## src/design/tsb_pkg.sv

```systemverilog
// Purpose: constants and types shared by the two-source bus interrupt logic
// Assumes: 200 MHz pclk, APB register access, 32-bit data
// Notes:   vector base is fixed by configuration; bit 2 marks transmit
//
// Functional notes
// - rx request needs rx enable and rx done; tx needs tx enable, tx done.
// - when both are pending, receive is serviced first, then transmit.
// - rx done sets rx request latch, combined request and bus request.
// - grant while pending: assert sack, drop bus request, block grant.
// - bbsy and ssyn idle: drop sack, set select, drive bbsy, intr, vector.
// - ssyn makes clear pulse; on an rx service it sets rx lockout blocking rx requests.
// - clear pulse drops combined request, busy, bbsy, intr and vector.
// - tx done sets its own latch, held while rx is being served.
// - pending tx re-raises combined and bus request after clear pulse.
// - reading rx control/status clears rx lockout 20 ns later.
// - transmit interrupt resets select flip-flop, driving vector bit 2.
// - grant-pass enable: (busy or no request) and npr inactive.
// - incoming grant passes downstream while grant-pass enable is true.
// - npr line always blocks grant from passing downstream.
`default_nettype none

package tsb_pkg;
    localparam int          ADDR_W        = 8;
    localparam int          DATA_W        = 32;
    localparam int          VEC_W         = 9;
    localparam int          VEC_TX_BIT    = 2;
    // register byte addresses
    localparam logic [7:0]  RX_CSR_ADDR   = 8'h00;
    localparam logic [7:0]  TX_CSR_ADDR   = 8'h04;
    localparam logic [7:0]  INT_STAT_ADDR = 8'h08;
    localparam logic [7:0]  INT_EN_ADDR   = 8'h0c;
    localparam logic [7:0]  INT_CLR_ADDR  = 8'h10;
    localparam logic [7:0]  BUS_STAT_ADDR = 8'h14;
    // control/status fields
    localparam int          CSR_IE_BIT    = 6;
    localparam int          CSR_DONE_BIT  = 7;
    localparam int          INT_N         = 3;
    localparam int          INT_RX_BIT    = 0;
    localparam int          INT_TX_BIT    = 1;
    localparam int          INT_INIT_BIT  = 2;
    localparam logic [8:0]  VEC_BASE_DEF  = 9'h030;
    // lockout release delay
    localparam int          CLK_PERIOD_PS = 5000;
    localparam int          LOCK_REL_PS   = 20000;
    localparam int          LOCK_REL_CYC  =
        (LOCK_REL_PS + CLK_PERIOD_PS - 1) / CLK_PERIOD_PS;
    localparam int          SYNC_STAGES   = 2;

    typedef enum logic [2:0] {
        TSB_IDLE,
        TSB_REQ,
        TSB_SACK,
        TSB_MASTER,
        TSB_CLEAR
    } tsb_state_t;
endpackage : tsb_pkg

`default_nettype wire

```

## src/design/tsb_irq_logic.sv

```systemverilog
// Purpose: vectored interrupt requester for a serial line interface
// Assumes: rx_done/tx_done come from logic on pclk; bus pins are async
// Notes:   bus handshake signals are active high inside this block
//
// Implementation choices: the register offsets and the APB register port.
`default_nettype none

module tsb_irq_logic #(
    parameter logic [8:0] VEC_BASE = tsb_pkg::VEC_BASE_DEF
) (
    // clock and reset
    input  wire logic                        pclk,
    input  wire logic                        presetn,
    // apb slave
    input  wire logic                        psel,
    input  wire logic                        penable,
    input  wire logic                        pwrite,
    input  wire logic [tsb_pkg::ADDR_W-1:0]  paddr,
    input  wire logic [tsb_pkg::DATA_W-1:0]  pwdata,
    output logic      [tsb_pkg::DATA_W-1:0]  prdata,
    output logic                             pready,
    output logic                             pslverr,
    // done flags from receiver and transmitter
    input  wire logic                        rx_done,
    input  wire logic                        tx_done,
    // bus pins
    input  wire logic                        bus_init_i,
    input  wire logic                        grant_in_i,
    output logic                             grant_out_o,
    input  wire logic                        npr_i,
    input  wire logic                        ssyn_i,
    output logic                             bus_request_o,
    output logic                             sack_o,
    input  wire logic                        bbsy_i,
    output logic                             bbsy_o,
    output logic                             bbsy_oe_o,
    output logic                             intr_o,
    output logic      [tsb_pkg::VEC_W-1:0]   vec_o,
    output logic                             vec_oe_o,
    // interrupt
    output logic                             irq
);
    import tsb_pkg::*;

    // synchronised pins
    logic [4:0] pins_s;
    logic       init_s;
    logic       grant_s;
    logic       npr_s;
    logic       ssyn_s;
    logic       bbsy_s;

    tsb_sync #(.WIDTH(5)) u_sync (
        .pclk    (pclk),
        .presetn (presetn),
        .async_i ({bus_init_i, grant_in_i, npr_i, ssyn_i, bbsy_i}),
        .sync_o  (pins_s)
    );
    assign {init_s, grant_s, npr_s, ssyn_s, bbsy_s} = pins_s;

    // apb decode
    logic setup;
    logic access;
    logic wr_en;
    logic rx_csr_rd;
    logic lock_rel;

    assign setup     = psel & ~penable;
    assign access    = psel & penable;
    assign wr_en     = access & pwrite;
    assign rx_csr_rd = access & ~pwrite & (paddr == RX_CSR_ADDR);
    assign pready    = 1'b1;

    // lockout release after the status read
    tsb_delay #(.CYCLES(LOCK_REL_CYC)) u_lock_dly (
        .pclk    (pclk),
        .presetn (presetn),
        .start_i (rx_csr_rd),
        .done_o  (lock_rel)
    );

    // state
    tsb_state_t         state_q, state_d;
    logic               rx_ie_q, rx_ie_d;
    logic               tx_ie_q, tx_ie_d;
    logic               rx_done_q;
    logic               tx_done_q;
    logic               rx_req_q, rx_req_d;
    logic               tx_req_q, tx_req_d;
    logic               rx_lock_q, rx_lock_d;
    logic               vsel_q, vsel_d;
    logic [INT_N-1:0]   int_stat_q, int_stat_d;
    logic [INT_N-1:0]   int_en_q, int_en_d;
    logic [INT_N-1:0]   int_set;
    logic [DATA_W-1:0]  prdata_d;
    logic               pslverr_d;
    logic               br_d, sack_d, busy_d, intr_d;
    logic [VEC_W-1:0]   vec_d;
    logic               combined_irq_request;
    logic               grant_pass_enable;
    logic               irq_clear_pulse;
    logic               bus_busy_ff;

    assign irq_clear_pulse = (state_q == TSB_CLEAR);
    assign bus_busy_ff     = bbsy_oe_o;
    // request drops for the clear pulse and re-arms after it
    assign combined_irq_request =
        (rx_req_q | tx_req_q) & ~irq_clear_pulse;

    assign grant_pass_enable =
        (bus_busy_ff | ~combined_irq_request) & ~npr_s;
    // combinational so a passed grant costs no extra cycle
    assign grant_out_o = grant_s & grant_pass_enable;

    always_comb begin
        state_d  = state_q;
        rx_req_d = rx_req_q;
        tx_req_d = tx_req_q;
        vsel_d   = vsel_q;
        br_d     = 1'b0;
        sack_d   = 1'b0;
        busy_d   = 1'b0;
        intr_d   = 1'b0;
        vec_d    = '0;
        int_set  = '0;
        rx_lock_d = rx_lock_q;
        if (lock_rel) begin
            rx_lock_d = 1'b0;
        end
        // new rising done edges latch requests
        if (rx_done & ~rx_done_q & rx_ie_q & ~rx_lock_q) begin
            rx_req_d = 1'b1;
        end
        if (tx_done & ~tx_done_q & tx_ie_q) begin
            tx_req_d = 1'b1;
        end
        unique case (state_q)
            TSB_IDLE: begin
                if (combined_irq_request) begin
                    state_d = TSB_REQ;
                    br_d    = 1'b1;
                end
            end
            TSB_REQ: begin
                br_d = 1'b1;
                if (grant_s) begin
                    state_d = TSB_SACK;
                    br_d    = 1'b0;
                    sack_d  = 1'b1;
                end
            end
            TSB_SACK: begin
                sack_d = 1'b1;
                // grant removal by the processor, with bbsy and ssyn idle, ends this wait
                if (~grant_s & ~bbsy_s & ~ssyn_s) begin
                    state_d = TSB_MASTER;
                    sack_d  = 1'b0;
                    busy_d  = 1'b1;
                    intr_d  = 1'b1;
                    // receive outranks transmit
                    vsel_d  = rx_req_q;
                    vec_d   = VEC_BASE;
                    vec_d[VEC_TX_BIT] = ~rx_req_q;
                end
            end
            TSB_MASTER: begin
                busy_d = 1'b1;
                intr_d = 1'b1;
                vec_d  = VEC_BASE;
                vec_d[VEC_TX_BIT] = ~vsel_q;
                // ssyn arrives after the processor skew wait
                if (ssyn_s) begin
                    state_d = TSB_CLEAR;
                    busy_d  = 1'b0;
                    intr_d  = 1'b0;
                    vec_d   = '0;
                    if (vsel_q) begin
                        rx_req_d  = 1'b0;
                        rx_lock_d = 1'b1;
                        int_set[INT_RX_BIT] = 1'b1;
                    end else begin
                        tx_req_d = 1'b0;
                        int_set[INT_TX_BIT] = 1'b1;
                    end
                end
            end
            TSB_CLEAR: begin
                // one cycle pulse, then pending tx re-requests
                state_d = TSB_IDLE;
            end
        endcase
        if (init_s) begin
            state_d   = TSB_IDLE;
            rx_req_d  = 1'b0;
            tx_req_d  = 1'b0;
            rx_lock_d = 1'b0;
            vsel_d    = 1'b0;
            br_d      = 1'b0;
            sack_d    = 1'b0;
            busy_d    = 1'b0;
            intr_d    = 1'b0;
            vec_d     = '0;
            int_set[INT_INIT_BIT] = 1'b1;
        end
    end

    // register file
    always_comb begin
        rx_ie_d   = rx_ie_q;
        tx_ie_d   = tx_ie_q;
        int_en_d  = int_en_q;
        prdata_d  = prdata;
        pslverr_d = 1'b0;
        // set beats clear in the same cycle
        int_stat_d = int_stat_q | int_set;
        if (wr_en) begin
            unique case (paddr)
                RX_CSR_ADDR:   rx_ie_d  = pwdata[CSR_IE_BIT];
                TX_CSR_ADDR:   tx_ie_d  = pwdata[CSR_IE_BIT];
                INT_EN_ADDR:   int_en_d = pwdata[INT_N-1:0];
                INT_CLR_ADDR:  int_stat_d =
                    (int_stat_q & ~pwdata[INT_N-1:0]) | int_set;
                default: ;
            endcase
        end
        if (setup) begin
            prdata_d = '0;
            unique case (paddr)
                RX_CSR_ADDR: begin
                    prdata_d[CSR_IE_BIT]   = rx_ie_q;
                    prdata_d[CSR_DONE_BIT] = rx_done;
                end
                TX_CSR_ADDR: begin
                    prdata_d[CSR_IE_BIT]   = tx_ie_q;
                    prdata_d[CSR_DONE_BIT] = tx_done;
                end
                INT_STAT_ADDR: prdata_d[INT_N-1:0] = int_stat_q;
                INT_EN_ADDR:   prdata_d[INT_N-1:0] = int_en_q;
                INT_CLR_ADDR:  ;
                BUS_STAT_ADDR: prdata_d[7:0] = {rx_lock_q, vsel_q,
                    rx_req_q, tx_req_q, 1'b0, state_q};
                default:       ;
            endcase
        end
        if (access) begin
            pslverr_d = ~((paddr == RX_CSR_ADDR) | (paddr == TX_CSR_ADDR)
                | (paddr == INT_STAT_ADDR) | (paddr == INT_EN_ADDR)
                | (paddr == INT_CLR_ADDR) | (paddr == BUS_STAT_ADDR));
        end
    end

    assign pslverr = access & pslverr_d;
    assign irq     = |(int_stat_q & int_en_q);
    assign bbsy_o  = 1'b1;

    always_ff @(posedge pclk or negedge presetn) begin
        if (!presetn) begin
            state_q       <= TSB_IDLE;
            rx_ie_q       <= 1'b0;
            tx_ie_q       <= 1'b0;
            rx_done_q     <= 1'b0;
            tx_done_q     <= 1'b0;
            rx_req_q      <= 1'b0;
            tx_req_q      <= 1'b0;
            rx_lock_q     <= 1'b0;
            vsel_q        <= 1'b0;
            int_stat_q    <= '0;
            int_en_q      <= '0;
            prdata        <= '0;
            bus_request_o <= 1'b0;
            sack_o        <= 1'b0;
            bbsy_oe_o     <= 1'b0;
            intr_o        <= 1'b0;
            vec_o         <= '0;
            vec_oe_o      <= 1'b0;
        end else begin
            state_q       <= state_d;
            rx_ie_q       <= rx_ie_d;
            tx_ie_q       <= tx_ie_d;
            rx_done_q     <= rx_done;
            tx_done_q     <= tx_done;
            rx_req_q      <= rx_req_d;
            tx_req_q      <= tx_req_d;
            rx_lock_q     <= rx_lock_d;
            vsel_q        <= vsel_d;
            int_stat_q    <= int_stat_d;
            int_en_q      <= int_en_d;
            prdata        <= prdata_d;
            bus_request_o <= br_d;
            sack_o        <= sack_d;
            bbsy_oe_o     <= busy_d;
            intr_o        <= intr_d;
            vec_o         <= vec_d;
            vec_oe_o      <= busy_d;
        end
    end
endmodule : tsb_irq_logic

`default_nettype wire

```

## src/design/tsb_sync.sv

```systemverilog
// Purpose: two flip-flop synchroniser for bus pins
// Assumes: inputs asynchronous to pclk
// Notes:   first stage is read by the second stage only
`default_nettype none

module tsb_sync #(
    parameter int WIDTH = 1
) (
    // clock and reset
    input  wire logic             pclk,
    input  wire logic             presetn,
    // data
    input  wire logic [WIDTH-1:0] async_i,
    output logic      [WIDTH-1:0] sync_o
);
    logic [WIDTH-1:0] meta_q;

    always_ff @(posedge pclk or negedge presetn) begin
        if (!presetn) begin
            meta_q <= '0;
            sync_o <= '0;
        end else begin
            meta_q <= async_i;
            sync_o <= meta_q;
        end
    end
endmodule : tsb_sync

`default_nettype wire

```

## src/design/tsb_delay.sv

```systemverilog
// Purpose: fires a one-cycle pulse a fixed number of cycles after a start
// Assumes: start pulse is one cycle wide
// Notes:   a new start restarts the count
`default_nettype none

module tsb_delay #(
    parameter int CYCLES = 4
) (
    // clock and reset
    input  wire logic pclk,
    input  wire logic presetn,
    // control
    input  wire logic start_i,
    output logic      done_o
);
    logic [3:0] cnt_q;
    logic [3:0] cnt_d;
    logic       done_d;

    always_comb begin
        cnt_d  = cnt_q;
        done_d = 1'b0;
        if (start_i) begin
            cnt_d = 4'(CYCLES);
        end else if (cnt_q != 4'h0) begin
            cnt_d  = cnt_q - 4'h1;
            done_d = (cnt_q == 4'h1);
        end
    end

    always_ff @(posedge pclk or negedge presetn) begin
        if (!presetn) begin
            cnt_q  <= 4'h0;
            done_o <= 1'b0;
        end else begin
            cnt_q  <= cnt_d;
            done_o <= done_d;
        end
    end
endmodule : tsb_delay

`default_nettype wire

```

## config.mk

```make
export PLATFORM = sky130hd
export DESIGN_NAME = tsb_irq_logic
export DESIGN_NICKNAME = d
export VERILOG_FILES = /design/src/design/tsb_pkg.sv /design/src/design/tsb_irq_logic.sv /design/src/design/tsb_sync.sv /design/src/design/tsb_delay.sv
export SDC_FILE = /design/constraint.sdc
export NUM_CORES = 1
export LEC_CHECK = 0
export BUFFER_PORTS_ARGS = -buffer_cell sky130_fd_sc_hd__buf_2
export CAP_MARGIN = 20
export CORE_UTILIZATION = 45
export DETAILED_ROUTE_END_ITERATION = 8
export GPL_TIMING_DRIVEN = 0
export HOLD_SLACK_MARGIN = 0.06
export MAX_ROUTING_LAYER = met4
export PLACE_DENSITY = 0.77
export SLEW_MARGIN = 20
export SYNTH_ARGS = -nofsm -noshare
export SYNTH_HDL_FRONTEND = slang
export SYNTH_SLANG_ARGS = --single-unit
export TNS_END_PERCENT = 50
```

## constraint.sdc

```tcl
create_clock -name pclk -period 6.17 [get_ports pclk]
set_input_delay 1.851 -clock pclk [delete_from_list [all_inputs] [get_ports pclk]]
set_output_delay 1.851 -clock pclk [all_outputs]
set_load 0.01 [all_outputs]
```

==> report_table.html <==
<table>
<tr><th>Metric</th><th>Value</th></tr>
<tr><th colspan="2">STA</th></tr>
<tr><td>Final max-slew violation count</td><td>0</td></tr>
<tr><td>Transition at the pin with the smallest max-transition slack</td><td>roughly 910 ps</td></tr>
<tr><td>Hold Slack</td><td>between 300 and 400 ps</td></tr>
<tr><td>Final worst clock skew</td><td>between 5 and 6 ps</td></tr>
<tr><td>Period utilisation layout</td><td>0.794</td></tr>
<tr><td>Setup violation total in the final timing report</td><td>0</td></tr>
<tr><td>Number of endpoints with negative hold slack in the final report</td><td>0</td></tr>
<tr><td>Total Neg Setup Slack</td><td>0 ps</td></tr>
<tr><td>Unrepaired setup endpoints after global routing</td><td>false</td></tr>
<tr><td>Worst slew margin</td><td>0.391</td></tr>
<tr><td>Post-route minimum period</td><td>4900 ps</td></tr>
<tr><td>Maximum clock frequency</td><td>slightly above 0.2 GHz</td></tr>
<tr><th colspan="2">Place</th></tr>
<tr><td>Weighted congestion reported at the end of routability-driven placement</td><td>roughly 0.86</td></tr>
<tr><td>Area of placed instances</td><td>about 2700 um^2</td></tr>
<tr><td>Hpwl dp</td><td>3090 um</td></tr>
<tr><td>Count of input and output buffers</td><td>a little over 40</td></tr>
<tr><th colspan="2">Floorplan</th></tr>
<tr><td>Die footprint</td><td>5270 um^2</td></tr>
<tr><td>Row Count</td><td>25</td></tr>
<tr><td>Width of the chip</td><td>approximately 73 um</td></tr>
<tr><td>Initial cell density of the core</td><td>0.472</td></tr>
<tr><td>Top Ports</td><td>slightly above 100</td></tr>
<tr><td>Core area</td><td>4750 um^2</td></tr>
<tr><td>Die height</td><td>just over 70 um</td></tr>
<tr><th colspan="2">Synth</th></tr>
<tr><td>Number of distinct library cells after synthesis</td><td>47</td></tr>
<tr><td>Sequential fraction of the synthesis area</td><td>0.479</td></tr>
<tr><td>Mean Syn Cell Area</td><td>about 11 um^2</td></tr>
<tr><td>Cell type contributing the most total cell area after synthesis</td><td>sky130_fd_sc_hd__dfrtp_1</td></tr>
<tr><td>#FFs+latches synth</td><td>43</td></tr>
<tr><td>EDFF count, synth</td><td>0</td></tr>
<tr><td>Post-synthesis cell count</td><td>207</td></tr>
<tr><td>Top cells by area, synth</td><td>sky130_fd_sc_hd__dfrtp_1 (48%), sky130_fd_sc_hd__buf_4 (12%), sky130_fd_sc_hd__mux2_2 (2.5%)</td></tr>
<tr><td>Total number of yosys warnings</td><td>0</td></tr>
<tr><td>Top cell type's share of synthesized area</td><td>0.479</td></tr>
<tr><td>Most frequently used flop master after synthesis</td><td>sky130_fd_sc_hd__dfrtp_1</td></tr>
<tr><td>Post-Synthesis Cell Area</td><td>about 2200 um^2</td></tr>
<tr><td>Share of flip-flops with an asynchronous set or reset after synthesis</td><td>1.00</td></tr>
<tr><th colspan="2">Global route</th></tr>
<tr><td>Global-route wire length before repair</td><td>roughly 7000 um</td></tr>
<tr><td>Number of global-route vias before repair</td><td>roughly 1500</td></tr>
<tr><td>Pin count of the biggest net entering global routing</td><td>44</td></tr>
<tr><td>Final global-route overflow total</td><td>0</td></tr>
<tr><td>Initial antenna violation count</td><td>0</td></tr>
<tr><td>Global-route usage over all layers</td><td>0.174</td></tr>
<tr><th colspan="2">Critical path</th></tr>
<tr><td>Required time of the worst setup path</td><td>between 4000 and 5000 ps</td></tr>
<tr><td>CP Launch Type</td><td>input port</td></tr>
<tr><td>Arrival time reported for the critical path endpoint</td><td>3050 ps</td></tr>
<tr><td>Critical Setup Path Class</td><td>input port to output pin</td></tr>
<tr><td>Kind of capture point of the worst setup path</td><td>output pin</td></tr>
<tr><td>Crit path max fanout</td><td>7</td></tr>
<tr><th colspan="2">Clocking</th></tr>
<tr><td>Post-CTS setup buffers</td><td>0</td></tr>
<tr><td>Sink Count</td><td>43</td></tr>
<tr><td>Clock tree from TritonCTS</td><td>yes</td></tr>
<tr><td>CTS-repair resized insts</td><td>0</td></tr>
<tr><td>Clk_lat worst skew</td><td>280 ps</td></tr>
<tr><td>H-tree depth</td><td>2</td></tr>
<tr><td>Hold_buf cts</td><td>0</td></tr>
<tr><td>Cell chosen for the clock root</td><td>sky130_fd_sc_hd__clkbuf_8</td></tr>
<tr><td>CTS clock-pin slew for the worst setup and hold paths</td><td>70 ps</td></tr>
<tr><td>Number of buffers added by the clock tree synthesis step</td><td>5</td></tr>
<tr><td>CTS Buffer Depth</td><td>2</td></tr>
<tr><th colspan="2">Pwr</th></tr>
<tr><td>Post-layout power</td><td>roughly 600 uW</td></tr>
<tr><td>Maximum ir drop on the vdd rail</td><td>roughly 0.00015 V</td></tr>
<tr><td>Leakage power summed over all cells</td><td>between 0.001 and 0.0015 uW</td></tr>
<tr><td>Power per cell area</td><td>~220 nW/um^2</td></tr>
<tr><th colspan="2">Cells and area</th></tr>
<tr><td>Layout fillers</td><td>~430</td></tr>
<tr><td>Final cell area excluding filler cells</td><td>between 2000 and 3000 um^2</td></tr>
<tr><td># nets final</td><td>340</td></tr>
<tr><td>Signed area change from the synthesized netlist to the final layout</td><td>21.9%</td></tr>
<tr><td>Share of layout cells above drive strength 1</td><td>0.348</td></tr>
<tr><td>Antenna diode count</td><td>0</td></tr>
<tr><th colspan="2">Detailed routing</th></tr>
<tr><td>Via-per-instance ratio</td><td>between 4 and 5</td></tr>
<tr><td>Total Wirelength</td><td>~4000 um</td></tr>
<tr><td>Post-DR wirelength/cell</td><td>around 11 um</td></tr>
<tr><td>Via Count</td><td>between 1500 and 2000</td></tr>
<tr><td>Post-detailed-route count of antenna-violating nets</td><td>0</td></tr>
<tr><td>Number of search-and-repair iterations in the first detailed-routing pass</td><td>4</td></tr>
<tr><td>Iter 0 DRT Violations</td><td>a little under 90</td></tr>
<tr><td>DRC Markers</td><td>0</td></tr>
<tr><th colspan="2">Run status</th></tr>
<tr><td>Outcome</td><td>completed</td></tr>
<tr><th colspan="2">Job</th></tr>
<tr><td>Max-cap violations</td><td>0</td></tr>
<tr><th colspan="2">Hold path</th></tr>
<tr><td>Type of the tightest min-delay check</td><td>flop to flop</td></tr>
</table>
## stage by stage
stage          worst slack, ps  utilization  std cells
2_1_floorplan             1490            -        238
3_3_place_gp              1280        0.557        346
3_5_place_dp              1270        0.557        346
4_1_cts                   1260        0.575        354
5_1_grt                   1150        0.575        354
6_report                  1270        0.575        354
## cells in the mapped netlist (3+ instances only)
cell / count
sky130_fd_sc_hd__a31oi_1: 3
sky130_fd_sc_hd__a22o_1: 5
sky130_fd_sc_hd__a21oi_1: 8
sky130_fd_sc_hd__buf_4: 37
sky130_fd_sc_hd__mux2i_1: 4
sky130_fd_sc_hd__nand2b_1: 5
sky130_fd_sc_hd__mux2_1: 3
sky130_fd_sc_hd__nor4_1: 4
sky130_fd_sc_hd__inv_1: 8
sky130_fd_sc_hd__nand2_1: 9
sky130_fd_sc_hd__o22ai_1: 3
sky130_fd_sc_hd__clkbuf_1: 5
sky130_fd_sc_hd__dfrtp_1: 43
sky130_fd_sc_hd__a32o_1: 4
sky130_fd_sc_hd__nand3b_1: 5
sky130_fd_sc_hd__mux2_2: 5
sky130_fd_sc_hd__nor3_1: 4
sky130_fd_sc_hd__nor2_1: 13
## power by group
group	switching, uW	internal [uW]	total (uW)	leakage [uW]
sequential	15.4	302	318	0.000549
combinational	57.8	57.5	115	0.000803
clock	87.6	79.0	167	0.0000412
total	161	439	600	0.00139
## state kept, by name, summed over array words and instances (netlist names)
name               flops
int_stat_q             3
rx_ie_q                1
u_sync.meta_q          5
bus_request_o          1
u_lock_dly.cnt_q       4
vsel_q                 1
rx_req_q               1
prdata                 7
rx_lock_q              1
tx_ie_q                1
state_q                3
tx_req_q               1
u_lock_dly.done_o      1
vec_o                  2
sack_o                 1
tx_done_q              1
rx_done_q              1
int_en_q               3
u_sync.sync_o          5
## cells in the final DEF (no fill, tap or decap), types with 4 or more instances in the layout
cell type | synthesis | routed
sky130_fd_sc_hd__dfrtp_1 | 43 | 43
sky130_fd_sc_hd__buf_2 | 1 | 42
sky130_fd_sc_hd__buf_4 | 37 | 37
sky130_fd_sc_hd__conb_1 | 2 | 33
sky130_fd_sc_hd__nor2_1 | 13 | 13
sky130_fd_sc_hd__nand2_1 | 9 | 9
sky130_fd_sc_hd__inv_1 | 8 | 8
sky130_fd_sc_hd__a21oi_1 | 8 | 8
sky130_fd_sc_hd__clkbuf_1 | 5 | 6
sky130_fd_sc_hd__nand3b_1 | 5 | 5
sky130_fd_sc_hd__nand2b_1 | 5 | 5
sky130_fd_sc_hd__mux2_2 | 5 | 5
sky130_fd_sc_hd__a22o_1 | 5 | 5
sky130_fd_sc_hd__clkbuf_8 | 0 | 5
sky130_fd_sc_hd__nor4_1 | 4 | 4
sky130_fd_sc_hd__nor3_1 | 4 | 4
sky130_fd_sc_hd__a32o_1 | 4 | 4
sky130_fd_sc_hd__mux2i_1 | 4 | 4
## worst max-delay path, stage by stage
cell and delay [ps]:
sky130_fd_sc_hd__buf_2 90, sky130_fd_sc_hd__or3_4 370, sky130_fd_sc_hd__buf_6 150, sky130_fd_sc_hd__a2111oi_0 370, sky130_fd_sc_hd__nor2_1 70, sky130_fd_sc_hd__buf_2 140
## worst paths after layout
check,from,to,slack (ps),cells past startpoint
setup / recovery,paddr[5],pslverr,1270,6
hold / removal,u_sync.meta_q[1]$_DFF_PN0_,u_sync.sync_o[1]$_DFF_PN0_,350,0
setup reg to reg,u_sync.sync_o[1]$_DFF_PN0_,state_q[0]$_DFFE_PN0P_,4560,3
hold reg to reg,u_sync.meta_q[1]$_DFF_PN0_,u_sync.sync_o[1]$_DFF_PN0_,350,0
max in group asynchronous,presetn,tx_done_q$_DFF_PN0_,3900,1
min in group asynchronous,presetn,u_sync.meta_q[3]$_DFF_PN0_,1700,1
## layout make-up
cell class	instances	area, um^2	share of cell area
Sequential cell	43	1080	0.393
Multi-Input combinational cell	143	942	0.344
Buffer	44	313	0.114
Timing Repair Buffer	41	205	0.0750
Tap cell	67	83.8	0.0306
Clock buffer	6	72.6	0.0265
Inverter	8	30.0	0.0110
Clock inverter	2	12.5	0.00457
## layer usage
layer / up-vias / GRT usage / part of all wire
li1: 824 / - / -
met1: 762 / 0.224 / 0.45
met2: 47 / 0.272 / 0.49
met3: 5 / 0.0401 / 0.054
met4: 0 / 0.0566 / 0.0095
met5: - / - / 0
## cell families (layout without fill, tap and decap cells)
family / count (synthesis) / in the layout / share of synthesized area
and+or+nand+nor: 61 / 61 / 0.176
buffers and inverters: 52 / 101 / 0.153
DFF: 43 / 43 / 0.479
AOI/OAI and AO/OA: 34 / 34 / 0.116
muxes: 12 / 12 / 0.0580
adders and majority gates: 2 / 2 / 0.0111
other: 2 / 33 / 0.00335
xor gates and xnor gates: 1 / 1 / 0.00390
(Power assumes the default switching activity.)
